==> config.mk <==
export PLATFORM = sky130hd
export DESIGN_NAME = scp_top
export DESIGN_NICKNAME = d
export VERILOG_FILES = /design/src/hdl/scp_pkg.sv /design/src/hdl/scp_div_if.sv /design/src/hdl/scp_clk_div.sv /design/src/hdl/scp_top.sv
export SDC_FILE = /design/constraint.sdc
export NUM_CORES = 1
export LEC_CHECK = 0
export BUFFER_PORTS_ARGS = -buffer_cell sky130_fd_sc_hd__buf_2
export CORE_ASPECT_RATIO = 0.6
export CORE_MARGIN = 2
export CORE_UTILIZATION = 30
export DETAILED_ROUTE_END_ITERATION = 12
export GPL_ROUTABILITY_DRIVEN = 0
export PLACE_DENSITY = 0.48
export SYNTH_ARGS = -nofsm -noshare
export SYNTH_HDL_FRONTEND = slang
export SYNTH_SLANG_ARGS = --single-unit
==> constraint.sdc <==
create_clock -name mclk_in -period 1.8 [get_ports mclk_in]
set_clock_uncertainty 0.1 [all_clocks]
set_input_delay 0.27 -clock mclk_in [delete_from_list [all_inputs] [get_ports mclk_in]]
set_output_delay 0.27 -clock mclk_in [all_outputs]
set_load 0.03 [all_outputs]
==> src/hdl/scp_pkg.sv <==
// Constants, field layout and state codes for the serial control port.
// Assumes a single 40 MHz clock domain; link pins are sampled synchronously.
package scp_pkg;

    // ----------------------------------------------------------------
    // Control word layout
    // ----------------------------------------------------------------
    localparam int CTRL_WORD_W = 16;
    localparam int REG_ADDR_W  = 7;
    localparam int REG_DATA_W  = 9;

    // ----------------------------------------------------------------
    // Register addresses and reset values
    // ----------------------------------------------------------------
    localparam logic [6:0] ADDR_SW_RESET = 7'h00;
    localparam logic [6:0] ADDR_PM1      = 7'h01;
    localparam logic [6:0] ADDR_PINFN    = 7'h08;
    localparam logic [6:0] ADDR_CONV     = 7'h0E;

    localparam logic [8:0] PM1_RESET   = 9'h000;
    localparam logic [8:0] PINFN_RESET = 9'h000;
    localparam logic [8:0] CONV_RESET  = 9'h100;

    // ----------------------------------------------------------------
    // Field positions
    // ----------------------------------------------------------------
    localparam int PM1_MIDRAIL_LSB = 0;
    localparam int PM1_BIAS_BIT    = 3;
    localparam int PM1_PLL_BIT     = 5;
    localparam int PINFN_SEL_LSB   = 0;
    localparam int PINFN_POL_BIT   = 3;
    localparam int PINFN_DIV_LSB   = 4;
    localparam int CONV_OSR_BIT    = 3;

    // ----------------------------------------------------------------
    // Link constants
    // ----------------------------------------------------------------
    localparam logic [6:0] BUS_DEV_ADDR = 7'h1A;
    localparam int         ADC_INIT_FS  = 2;

    typedef enum logic [2:0]
    {
        PIN_FN_STROBE  = 3'h0,
        PIN_FN_TEMP_OK = 3'h2,
        PIN_FN_AMUTE   = 3'h3,
        PIN_FN_PLL_CLK = 3'h4,
        PIN_FN_PLL_LCK = 3'h5
    } scp_pin_fn_t;

    typedef enum logic [2:0]
    {
        ST_IDLE      = 3'h0,
        ST_ADDR      = 3'h1,
        ST_ADDR_ACK  = 3'h2,
        ST_BYTE1     = 3'h3,
        ST_ACK1      = 3'h4,
        ST_BYTE2     = 3'h5,
        ST_ACK2      = 3'h6,
        ST_WAIT_STOP = 3'h7
    } scp_state_t;

endpackage

==> src/hdl/scp_div_if.sv <==
// Carrier between the control port and its clock-out divider.
// Assumes both ends run on the same system clock.
`timescale 1ns/1ps
interface scp_div_if;
    logic [1:0] div_code;
    logic       pll_rise;
    logic       pll_level;
    logic       clk_out;

    modport src
    (
        output div_code,
        output pll_rise,
        output pll_level,
        input  clk_out
    );

    modport sink
    (
        input  div_code,
        input  pll_rise,
        input  pll_level,
        output clk_out
    );
endinterface

==> src/hdl/scp_clk_div.sv <==
// Divides the sampled PLL clock by 1 to 4 for the shared pin.
// Assumes the PLL clock is sampled on the system clock, edges flagged by the source.
`timescale 1ns/1ps
module scp_clk_div
    import scp_pkg::*;
#(
    parameter int CNT_W = 2
)
(
    input  wire logic mclk_in,
    input  wire logic resetn_in,
    scp_div_if.sink   div
);

    logic [CNT_W-1:0] cnt_q;
    logic [CNT_W-1:0] half;

    // Ratio is code plus one; ratio three gives a short high phase
    // Sum formed one bit wider so divide by four does not wrap to zero
    assign half = CNT_W'(((CNT_W+1)'(div.div_code) + (CNT_W+1)'(1)) >> 1);

    always_ff @(posedge mclk_in or negedge resetn_in)
    begin
        if (!resetn_in)
        begin
            cnt_q <= '0;
        end
        else if (div.pll_rise)
        begin
            if (cnt_q >= CNT_W'(div.div_code))
                cnt_q <= '0;
            else
                cnt_q <= cnt_q + CNT_W'(1);
        end
    end

    always_ff @(posedge mclk_in or negedge resetn_in)
    begin
        if (!resetn_in)
            div.clk_out <= 1'b0;
        else if (div.div_code == 2'h0)
            div.clk_out <= div.pll_level;
        else
            div.clk_out <= (cnt_q < half);
    end

    property p_div_bypass;
        @(posedge mclk_in) disable iff (!resetn_in)
        (div.div_code == 2'h0) |=> (div.clk_out == $past(div.pll_level));
    endproperty
    a_div_bypass: assert property (p_div_bypass) else $error("divide by one does not follow pll clock");

endmodule

==> src/hdl/scp_top.sv <==
// Serial control port: 3-wire latched and 2-wire write-only slave links,
// register file, shared strobe/general-purpose pin and converter start-up.
// Assumes all pins are synchronous to mclk_in and the bus wire is resolved outside.
//
// How it works
// - Mode pin low selects 2-wire link, high selects 3-wire link.
// - Control word is 16 bits: 7 address bits, 9 data bits.
// - 3-wire: each serial clock rise shifts one data bit in.
// - 3-wire: strobe rise commits the last 16 shifted bits.
// - 2-wire: after start, shift address and read/write bit, MSB first.
// - Matching address is acknowledged by pulling data low one clock.
// - Wrong address or read request sends the slave back to idle.
// - Two data bytes follow, high then low, each acknowledged.
// - Stop condition ends the transfer and returns to idle.
// - Start or stop out of sequence abandons the transfer.
// - Slave answers only bus address 0011010.
// - Shared pin is general output only in 2-wire mode.
// - Pin function codes select source; polarity bit inverts it.
// - Clock-out divider divides PLL clock by one to four.
// - Any write to address zero restores all register defaults.
// - Power-on reset loads defaults into all registers.
// - Oversample bit selects 64x when clear, 128x when set.
// - Midrail field selects reference impedance; zero means off.
// - Converter output valid two sample periods after enable.
// - Register writes accepted right after reset release.
`timescale 1ns/1ps
module scp_top
    import scp_pkg::*;
(
    input  wire logic       mclk_in,
    input  wire logic       resetn_in,
    input  wire logic       mode_in,
    input  wire logic       serial_clock_in,
    input  wire logic       serial_data_line_in,
    output logic            serial_data_line_out,
    output logic            serial_data_line_oe_out,
    input  wire logic       latch_strobe_pin_in,
    output logic            latch_strobe_pin_out,
    output logic            latch_strobe_pin_oe_out,
    input  wire logic       temp_ok_in,
    input  wire logic       automute_active_in,
    input  wire logic       pll_clk_in,
    input  wire logic       pll_lock_in,
    input  wire logic       adc_enable_in,
    input  wire logic       fs_tick_in,
    output logic [1:0]      midrail_impedance_select_out,
    output logic            amp_bias_enable_out,
    output logic            pll_enable_out,
    output logic            oversample_select_out,
    output logic [8:0]      converter_control_out,
    output logic            sample_valid_out
);

    // ----------------------------------------------------------------
    // Pin sampling and edge detection
    // ----------------------------------------------------------------
    logic sclk_prev_q;
    logic sda_prev_q;
    logic strobe_prev_q;
    logic pll_prev_q;
    logic two_wire;
    logic three_wire;
    logic sclk_rise;
    logic sclk_fall;
    logic start_det;
    logic stop_det;
    logic strobe_rise;

    always_ff @(posedge mclk_in or negedge resetn_in)
    begin
        if (!resetn_in)
        begin
            sclk_prev_q   <= 1'b0;
            sda_prev_q    <= 1'b1;
            strobe_prev_q <= 1'b0;
            pll_prev_q    <= 1'b0;
        end
        else
        begin
            sclk_prev_q   <= serial_clock_in;
            sda_prev_q    <= serial_data_line_in;
            strobe_prev_q <= latch_strobe_pin_in;
            pll_prev_q    <= pll_clk_in;
        end
    end

    assign two_wire    = !mode_in;
    assign three_wire  = mode_in;
    assign sclk_rise   = serial_clock_in && !sclk_prev_q;
    assign sclk_fall   = !serial_clock_in && sclk_prev_q;
    // Data moving while clock stays high marks a bus condition
    assign start_det   = two_wire && serial_clock_in && sclk_prev_q && sda_prev_q && !serial_data_line_in;
    assign stop_det    = two_wire && serial_clock_in && sclk_prev_q && !sda_prev_q && serial_data_line_in;
    assign strobe_rise = three_wire && latch_strobe_pin_in && !strobe_prev_q;

    // ----------------------------------------------------------------
    // 3-wire shift register
    // ----------------------------------------------------------------
    logic [CTRL_WORD_W-1:0] sr3_q;

    always_ff @(posedge mclk_in or negedge resetn_in)
    begin
        if (!resetn_in)
            sr3_q <= '0;
        else if (three_wire && sclk_rise)
            sr3_q <= {sr3_q[CTRL_WORD_W-2:0], serial_data_line_in};
    end

    // ----------------------------------------------------------------
    // 2-wire slave state machine
    // ----------------------------------------------------------------
    scp_state_t state_q;
    logic [2:0] bit_cnt_q;
    logic [7:0] shift_q;
    logic [7:0] byte_hi_q;
    logic       ack_pend_q;
    logic       sda_oe_q;
    logic       wr2_q;
    logic       addr_ok;

    // Seven address bits already shifted; current bit is read/write
    assign addr_ok = (shift_q[6:0] == BUS_DEV_ADDR) && !serial_data_line_in;

    always_ff @(posedge mclk_in or negedge resetn_in)
    begin
        if (!resetn_in)
        begin
            state_q    <= ST_IDLE;
            bit_cnt_q  <= 3'h0;
            shift_q    <= 8'h00;
            byte_hi_q  <= 8'h00;
            ack_pend_q <= 1'b0;
            sda_oe_q   <= 1'b0;
            wr2_q      <= 1'b0;
        end
        else
        begin
            wr2_q <= 1'b0;
            if (!two_wire)
            begin
                state_q    <= ST_IDLE;
                ack_pend_q <= 1'b0;
                sda_oe_q   <= 1'b0;
            end
            else if (stop_det)
            begin
                state_q    <= ST_IDLE;
                ack_pend_q <= 1'b0;
                sda_oe_q   <= 1'b0;
            end
            else if (start_det)
            begin
                // A start inside a transfer abandons it rather than restarting
                state_q    <= (state_q == ST_IDLE) ? ST_ADDR : ST_IDLE;
                bit_cnt_q  <= 3'h0;
                ack_pend_q <= 1'b0;
                sda_oe_q   <= 1'b0;
            end
            else
            begin
                case (state_q)
                    ST_ADDR, ST_BYTE1, ST_BYTE2:
                    begin
                        if (sclk_rise && !ack_pend_q)
                        begin
                            shift_q   <= {shift_q[6:0], serial_data_line_in};
                            bit_cnt_q <= bit_cnt_q + 3'h1;
                            if (bit_cnt_q == 3'h7)
                            begin
                                if (state_q == ST_ADDR && !addr_ok)
                                    state_q <= ST_IDLE;
                                else
                                    ack_pend_q <= 1'b1;
                                if (state_q == ST_BYTE1)
                                    byte_hi_q <= {shift_q[6:0], serial_data_line_in};
                            end
                        end
                        else if (ack_pend_q && sclk_fall)
                        begin
                            ack_pend_q <= 1'b0;
                            sda_oe_q   <= 1'b1;
                            case (state_q)
                                ST_ADDR:  state_q <= ST_ADDR_ACK;
                                ST_BYTE1: state_q <= ST_ACK1;
                                default:  state_q <= ST_ACK2;
                            endcase
                        end
                    end
                    ST_ADDR_ACK, ST_ACK1, ST_ACK2:
                    begin
                        if (sclk_fall)
                        begin
                            sda_oe_q  <= 1'b0;
                            bit_cnt_q <= 3'h0;
                            case (state_q)
                                ST_ADDR_ACK: state_q <= ST_BYTE1;
                                ST_ACK1:     state_q <= ST_BYTE2;
                                default:
                                begin
                                    state_q <= ST_WAIT_STOP;
                                    wr2_q   <= 1'b1;
                                end
                            endcase
                        end
                    end
                    ST_WAIT_STOP:
                    begin
                        state_q <= ST_WAIT_STOP;
                    end
                    default:
                    begin
                        state_q <= ST_IDLE;
                    end
                endcase
            end
        end
    end

    assign serial_data_line_out    = 1'b0;
    assign serial_data_line_oe_out = sda_oe_q;

    // ----------------------------------------------------------------
    // Register file
    // ----------------------------------------------------------------
    logic                   wr_fire;
    logic [CTRL_WORD_W-1:0] wr_word;
    logic [REG_ADDR_W-1:0]  wr_addr;
    logic [REG_DATA_W-1:0]  wr_data;
    logic [8:0]             pm1_q;
    logic [8:0]             pinfn_q;
    logic [8:0]             conv_q;

    assign wr_fire = wr2_q || strobe_rise;
    assign wr_word = wr2_q ? {byte_hi_q, shift_q} : sr3_q;
    assign wr_addr = wr_word[CTRL_WORD_W-1:REG_DATA_W];
    assign wr_data = wr_word[REG_DATA_W-1:0];

    always_ff @(posedge mclk_in or negedge resetn_in)
    begin
        if (!resetn_in)
        begin
            pm1_q   <= PM1_RESET;
            pinfn_q <= PINFN_RESET;
            conv_q  <= CONV_RESET;
        end
        else if (wr_fire)
        begin
            case (wr_addr)
                ADDR_SW_RESET:
                begin
                    pm1_q   <= PM1_RESET;
                    pinfn_q <= PINFN_RESET;
                    conv_q  <= CONV_RESET;
                end
                ADDR_PM1:   pm1_q   <= wr_data;
                ADDR_PINFN: pinfn_q <= wr_data;
                ADDR_CONV:  conv_q  <= wr_data;
                default:    pm1_q   <= pm1_q;
            endcase
        end
    end

    // Readiness of the analogue path is left to software: both fields must be set
    assign midrail_impedance_select_out = pm1_q[PM1_MIDRAIL_LSB +: 2];
    assign amp_bias_enable_out          = pm1_q[PM1_BIAS_BIT];
    assign pll_enable_out               = pm1_q[PM1_PLL_BIT];
    assign oversample_select_out        = conv_q[CONV_OSR_BIT];
    assign converter_control_out        = conv_q;

    // ----------------------------------------------------------------
    // Shared pin function
    // ----------------------------------------------------------------
    scp_div_if div_if ();
    logic [2:0] pin_sel;
    logic       pin_src;
    logic       pin_src_ok;
    logic       pin_out_q;
    logic       pin_oe_q;

    assign pin_sel            = pinfn_q[PINFN_SEL_LSB +: 3];
    assign div_if.div_code    = pinfn_q[PINFN_DIV_LSB +: 2];
    assign div_if.pll_rise    = pll_clk_in && !pll_prev_q;
    assign div_if.pll_level   = pll_clk_in;

    scp_clk_div #(
        .CNT_W (2)
    ) u_clk_div (
        .mclk_in   (mclk_in),
        .resetn_in (resetn_in),
        .div       (div_if)
    );

    always_comb
    begin
        pin_src    = 1'b0;
        pin_src_ok = 1'b1;
        case (pin_sel)
            PIN_FN_TEMP_OK: pin_src = temp_ok_in;
            PIN_FN_AMUTE:   pin_src = automute_active_in;
            PIN_FN_PLL_CLK: pin_src = div_if.clk_out;
            PIN_FN_PLL_LCK: pin_src = pll_lock_in;
            default:        pin_src_ok = 1'b0;              // Strobe input and reserved codes
        endcase
    end

    always_ff @(posedge mclk_in or negedge resetn_in)
    begin
        if (!resetn_in)
        begin
            pin_out_q <= 1'b0;
            pin_oe_q  <= 1'b0;
        end
        else
        begin
            pin_out_q <= pin_src ^ pinfn_q[PINFN_POL_BIT];
            pin_oe_q  <= two_wire && pin_src_ok;
        end
    end

    // Mode change releases the pin at once, ahead of the registered enable
    assign latch_strobe_pin_out    = pin_out_q;
    assign latch_strobe_pin_oe_out = pin_oe_q && two_wire;

    // ----------------------------------------------------------------
    // Converter initialisation delay
    // ----------------------------------------------------------------
    logic [1:0] init_cnt_q;
    logic       valid_q;

    always_ff @(posedge mclk_in or negedge resetn_in)
    begin
        if (!resetn_in)
        begin
            init_cnt_q <= 2'h0;
            valid_q    <= 1'b0;
        end
        else if (!adc_enable_in)
        begin
            init_cnt_q <= 2'h0;
            valid_q    <= 1'b0;
        end
        else if (fs_tick_in && !valid_q)
        begin
            init_cnt_q <= init_cnt_q + 2'h1;
            valid_q    <= (init_cnt_q == 2'(ADC_INIT_FS - 1));
        end
    end

    assign sample_valid_out = valid_q;

    // ----------------------------------------------------------------
    // Checks
    // ----------------------------------------------------------------
    property p_three_wire_quiet;
        @(posedge mclk_in) disable iff (!resetn_in)
        three_wire |-> !serial_data_line_oe_out && !latch_strobe_pin_oe_out;
    endproperty
    a_three_wire_quiet: assert property (p_three_wire_quiet) else $error("pin driven in 3-wire mode");

    property p_shift3;
        @(posedge mclk_in) disable iff (!resetn_in)
        (three_wire && sclk_rise) |=> (sr3_q[0] == $past(serial_data_line_in)) && (sr3_q[15:1] == $past(sr3_q[14:0]));
    endproperty
    a_shift3: assert property (p_shift3) else $error("3-wire bit not shifted in");

    property p_commit3;
        @(posedge mclk_in) disable iff (!resetn_in)
        (strobe_rise && sr3_q[15:9] == ADDR_PM1) |=> (pm1_q == $past(sr3_q[8:0]));
    endproperty
    a_commit3: assert property (p_commit3) else $error("strobe did not commit word");

    property p_sw_reset;
        @(posedge mclk_in) disable iff (!resetn_in)
        (wr_fire && wr_addr == ADDR_SW_RESET) |=> (pm1_q == PM1_RESET) && (pinfn_q == PINFN_RESET) && (conv_q == CONV_RESET);
    endproperty
    a_sw_reset: assert property (p_sw_reset) else $error("software reset left a register");

    property p_start_addr;
        @(posedge mclk_in) disable iff (!resetn_in)
        (start_det && state_q == ST_IDLE && !stop_det) |=> (state_q == ST_ADDR) && (bit_cnt_q == 3'h0);
    endproperty
    a_start_addr: assert property (p_start_addr) else $error("start not followed by address phase");

    property p_bad_addr;
        @(posedge mclk_in) disable iff (!resetn_in)
        (state_q == ST_ADDR && sclk_rise && !ack_pend_q && bit_cnt_q == 3'h7 && !addr_ok && !start_det && !stop_det)
            |=> (state_q == ST_IDLE) ##1 !serial_data_line_oe_out;
    endproperty
    a_bad_addr: assert property (p_bad_addr) else $error("mismatched address not dropped");

    property p_stop_idle;
        @(posedge mclk_in) disable iff (!resetn_in)
        stop_det |=> (state_q == ST_IDLE) && !serial_data_line_oe_out;
    endproperty
    a_stop_idle: assert property (p_stop_idle) else $error("stop did not return to idle");

    property p_ack_drive;
        @(posedge mclk_in) disable iff (!resetn_in)
        (state_q == ST_ADDR_ACK || state_q == ST_ACK1 || state_q == ST_ACK2) |-> serial_data_line_oe_out;
    endproperty
    a_ack_drive: assert property (p_ack_drive) else $error("acknowledge not driven");

    property p_write2;
        @(posedge mclk_in) disable iff (!resetn_in)
        (state_q == ST_ACK2 && sclk_fall && !start_det && !stop_det && two_wire) |=> wr2_q ##1 (state_q == ST_WAIT_STOP);
    endproperty
    a_write2: assert property (p_write2) else $error("2-wire write not committed");

    property p_init_delay;
        @(posedge mclk_in) disable iff (!resetn_in)
        $rose(sample_valid_out) |-> adc_enable_in && $past(fs_tick_in) && (init_cnt_q == 2'(ADC_INIT_FS));
    endproperty
    a_init_delay: assert property (p_init_delay) else $error("valid not after two sample periods");

endmodule

After elaboration in Yosys (flattened, before gate mapping)
Index checks and enable logic that the tools add are counted.

Logic and storage cells: 161. Bits in registers: 74. Memory bits (read-only): 0. Memories kept: 0. Bits in writable memories: 0. Bits in latches: 0.

Multiply operators: 0. Bitwise logic cells: 4. Add/subtract/negate cells: 4. Shift operators: 0. Magnitude comparators: 2. Muxes and demuxes: 49. Reduce and logical (&&, ||, !) cells: 53. Eq/ne operators: 28. Div/mod/pow operators: 0.

Operators with widths (count): $mux 3 (11); $mux 1 (25); $pmux 6 s2 (2); $eq 3x3->1 const B (7); $ne 5x5->1 const B (4); $logic_and 1x1->1 (19); $ne 6x6->1 const B (3); $pmux 3 s2 (3); $pmux 9 s2 (1); $mux 16 (1); $eq 7x4->1 const B (2); $eq 3x2->1 const B (4); $reduce_and 4->1 (3); $logic_not 1->1 (10); $reduce_and 5->1 (2); $reduce_bool 5->1 (2); $pmux 3 s3 (1); $eq 7x1->1 const B (1); $eq 7x5->1 const B (1); $logic_not 7->1 (1); $reduce_and 7->1 (1); $mux 2 (3); $ne 3x3->1 const B (2); $reduce_and 2->1 (3); other kinds (22) (28).

Logic depth before layout (Yosys ltp)
Depth in word-level cells: 11. Gate-level depth with buffers: 7. Mapped depth without buffers: 6.

Cells and area by module
From an unflattened synthesis, not the netlist that was laid out.

Cell total of the unflattened synthesis: 275. Area, all modules: 3419.5 um^2.

Modules (own cells, without submodules): scp_top (area an instance 3174.3 um^2, cells each 251, instances 1, seq. area each 1729.2 um^2); scp_clk_div (area an instance 245.2 um^2, cells each 24, instances 1, seq. area each 75.1 um^2).

Worst setup path before layout
No wires, ideal clock.

Path kind: register to register. Start point: register sr3_q[14]. End point: register pinfn_q[0]. Clock period less this slack: 1.956 ns. Slack: -0.156 ns. Cell stages (with the launch flop): 6. Path buffers: 1. Data arrival time: 1.731 ns. Cell sequence: dfrtp_1 or4b_1 and4bb_1 o21a_1 buf_6 mux2_4.

Word-level cells in the longest chain between the ends: 4. Elaborated cells between the ends (all ways): 6.

RTL lines: from (decl) (RTL line scp_top.sv:99) `logic [CTRL_WORD_W-1:0] sr3_q;`; from (signal assigned) (RTL line scp_top.sv:106) `sr3_q <= {sr3_q[CTRL_WORD_W-2:0], serial_data_line_in};`; $mux 16 * (RTL line scp_top.sv:234) `assign wr_word = wr2_q ? {byte_hi_q, shift_q} : sr3_q;`; $eq 7x4->1 / $logic_not 7->1 (equally long branches) (RTL line scp_top.sv:248) `case (wr_addr)`; $reduce_bool 2->1 (no line); $reduce_and 2->1 (no line); to (signal assigned) (RTL line scp_top.sv:256) `ADDR_PINFN: pinfn_q <= wr_data;`; to (decl) (RTL line scp_top.sv:230) `logic [8:0] pinfn_q;`.

Every way passes the cells marked *; elsewhere a longest branch is shown, timed or not. A chain may end at the register's enable or synchronous reset.

Final worst setup path
Start point: register sr3_q[15]. End point: register pinfn_q[2].

The elaborated chain is that of the path after synthesis.

==> run_results.csv <==
group,metric,value,unit
worst_setup_path,reg2reg_setup_slack,-0.20,ns
sta,rsz0062_at_grt,"true",
place,io_buffers,29,
synthesis,yosys_warnings,0,
worst_setup_path,cp.arrival,2.11,ns
die,num_io_pins,31,
synthesis,synth_top_cell_area_share,50.7,%
sta,setup_ws,-0.199,ns
cts,cts_buffers,9,
power_and_ir_drop,powerDensity,933,nW/um^2
synthesis,ys_seq_area_share,52.2,%
die,core.rowCount,30,
route,dr.pass1.iters,4,
synthesis,synthMuxAreaShare,15.1,%
synthesis,synth_top_family_by_area,"simple AND/OR/NAND/NOR gates",
worst_setup_path,r2r-end,"pinfn_q[2]",
place,hpwl,5700,um
global_route,grt_pass1_vias,2478,
die,core,11300,um^2
synthesis,synth-xor-area-share,0.760,%
global_route,grt_use_total,14.0,%
route,drc,0,
route,drt-total-wl,7960,um
global_route,grt_pass1_wl,13300,um
global_route,grt_max_degree,33,
synthesis,synth_common_cells,"dfrtp_1, nand2_1, mux2_2",
synthesis,postSynthCellCount,300,
synthesis,async_flop_share,100,%
power_and_ir_drop,power.leakage,2.23,nW
cts,cts.sinks,72,
layout,n_antenna_cell,0,
layout,drive_gt1_share,38.8,%
synthesis,ys_ff_latch,72,
sta,hold_violations,0,
die,dieWidth,143,um
synthesis,synth-compound-area-share,9.63,%
die,design.die.area,12400,um^2
route,vias,2452,
cts,clk_latency,0.33,ns
layout,nNetsFinal,396,
worst_setup_path,endpoint,"pinfn_q[2]",
outcome,outcome,"finished with violations",
cts,clockRootBuffer,"clkbuf_16",
sta,clock.fmax,500,MHz
cts,htreeDepth,3,
worst_setup_path,critPathLaunch,"sr3_q[15]",
synthesis,synth_area_leaders,"dfrtp_1, mux2_2, nand2_1, mux2i_1, ha_1",
die,initial_core_util,30.7,%
outcome,violations,"setup timing",
cts,cts.path.max_buffers,2,
worst_setup_path,crit_fanout,5,
layout,syn2layout_area_growth,33.8,%
worst_setup_path,cp-end-kind,"flop",
synthesis,yosysUniqueCellTypes,55,
synthesis,synth_top_area_cell,"dfrtp_1",
cts,cts_tree,"done",
sta,timing.final.crit_share,111,%
synthesis,synth_area,3460,um^2
synthesis,synthSimpleGateAreaFrac,15.8,%
layout,num-fill-cells,1086,
worst_hold_path,min_path_type,"in -> reg",
route,first_iter_violations,67,
worst_setup_path,start_kind,"flop",
global_route,overflow,0,
synthesis,synthAdderAreaFrac,2.90,%
job,maxCapViolations,0,
cts,cts.clk_slew.worst_paths,0.06,ns
route,vias_per_cell,4.67,
sta,min_period,2.00,ns
route,drtAntennaViolNets,0,
worst_setup_path,path_class,"reg -> reg",
layout,fin_util,41.1,%
synthesis,yosys_most_used_dff,"dfrtp_1",
layout,multi_input_area,1700,um^2
place,place_ws,-0.348,ns
layout,seq_area,1800,um^2
power_and_ir_drop,power,4.31,mW
synthesis,syn_area_per_cell,11.5,um^2
global_route,antenna_found_initial,0,
sta,setup_viol_count_final,20,
die,dieHeight,87.2,um
synthesis,synthMostInstantiatedCell,"dfrtp_1",
sta,drv_slew,0,
power_and_ir_drop,ir_drop,0.494,mV
worst_setup_path,cp.required,1.91,ns
route,avgRoutedWirePerCell,15.2,um
worst_setup_path,reg2regPathDepth,4,
worst_setup_path,r2r-start,"sr3_q[15]",
synthesis,synth_edf_count,0,
synthesis,synth_nets,320,
[cells by family (layout without fill, tap and decap cells)]
family	Yosys count	count (layout)
compound gates	45	45
buf+inv	20	101
mux	46	46
flops	72	72
simple gates	105	105
xor+xnor	3	3
fa+ha+maj	8	8
other cells	1	1
[flip-flops by register name, indices dropped and copies added (netlist names), 2 cells and up]
register	count
sr3_q	16
pm1_q	4
converter_control_out	9
u_clk_div.cnt_q	2
state_q	3
pinfn_q	6
byte_hi_q	8
shift_q	8
init_cnt_q	2
bit_cnt_q	3
[cell usage in the layout (no fill, tap or decap), types with 2 or more instances in the layout]
cell and instances:
clkbuf_16 9, o21a_4 2, xor2_1 2, bufinv_16 2
o21bai_1 2, dfstp_2 2, clkbuf_1 2, nand2b_1 5
nor3_1 6, mux2i_1 13, mux2_2 16, dlygate4sd3_1 3
o21ai_0 4, a22o_1 4, nand2_1 43, nor4_1 2
mux2_4 17, nor2_1 18, ha_1 8, nand3_1 2
a21oi_1 5, a21o_1 2, buf_4 39, inv_1 7
o22ai_1 8, clkbuf_8 3, nor2b_1 7, nor3b_4 2
buf_6 5, buf_12 3, nand2_2 2, buf_2 28
dfrtp_1 70, o211a_1 2, o21ai_1 2
[report_power, final]
part | total (mW) | switching (mW) | leakage [nW] | internal, mW
clock network | 1.98 | 0.648 | 0.163 | 1.33
logic | 0.508 | 0.257 | 1.10 | 0.251
registers | 1.83 | 0.0922 | 0.974 | 1.74
[critical path: stages, from the launching register on]
cell and delay, ns:
dfrtp_1 0.38, or4b_4 0.52, and4bb_4 0.38, o21a_4 0.19, mux2_4 0.30
[metrics by stage]
stage                     instance area, um^2  hold slack (ns)  TNS, ns  instances
after floorplan                          3490           -0.126   -0.814        300
after global placement                   4080            0.147    -3.74        504
after detailed placement                 4080            0.148    -4.11        504
after CTS                                4530          0.00777    -3.01        524
after global routing                     4620           0.0144    -4.04        525
final                                    4620           0.0190    -2.91        525
[layer usage]
layer	up-vias	track usage [%]	share of wire, %
met5	-	0	0
met4	0	4.32	0.79
met3	6	4.23	4.4
met2	37	19.1	40
met1	1198	21.0	55
li1	1211	-	-
[area by class of cell]
class / instances / share of cell area, %
inverter: 7 / 0.568
timing repair buffer: 78 / 12.5
sequential: 72 / 39.0
tap: 144 / 3.90
clock buffer: 14 / 5.93
multi-input combinational: 208 / 36.8
clock inverter: 2 / 1.30
[worst min path at each step]
stage / to / from / cells after the start / slack [ns]
after floorplan: ack_pend_q / resetn_in / 0 / -0.13
after global placement: sr3_q[8] / resetn_in / 1 / 0.15
after detailed placement: sr3_q[8] / resetn_in / 1 / 0.15
after CTS: sda_prev_q / serial_data_line_in / 1 / 0.008
after global routing: sda_prev_q / serial_data_line_in / 1 / 0.01
final: sda_prev_q / serial_data_line_in / 1 / 0.02
[timing repair]
action                     in CTS  in global routing
setup endpoints to repair      23                 38
hold endpoints to repair       30                  0
gates resized for setup        16                 23
hold buffers                    3                  0
setup buffers                   1                  1
pin swaps                      10                  6
(Power assumes the default switching activity.)
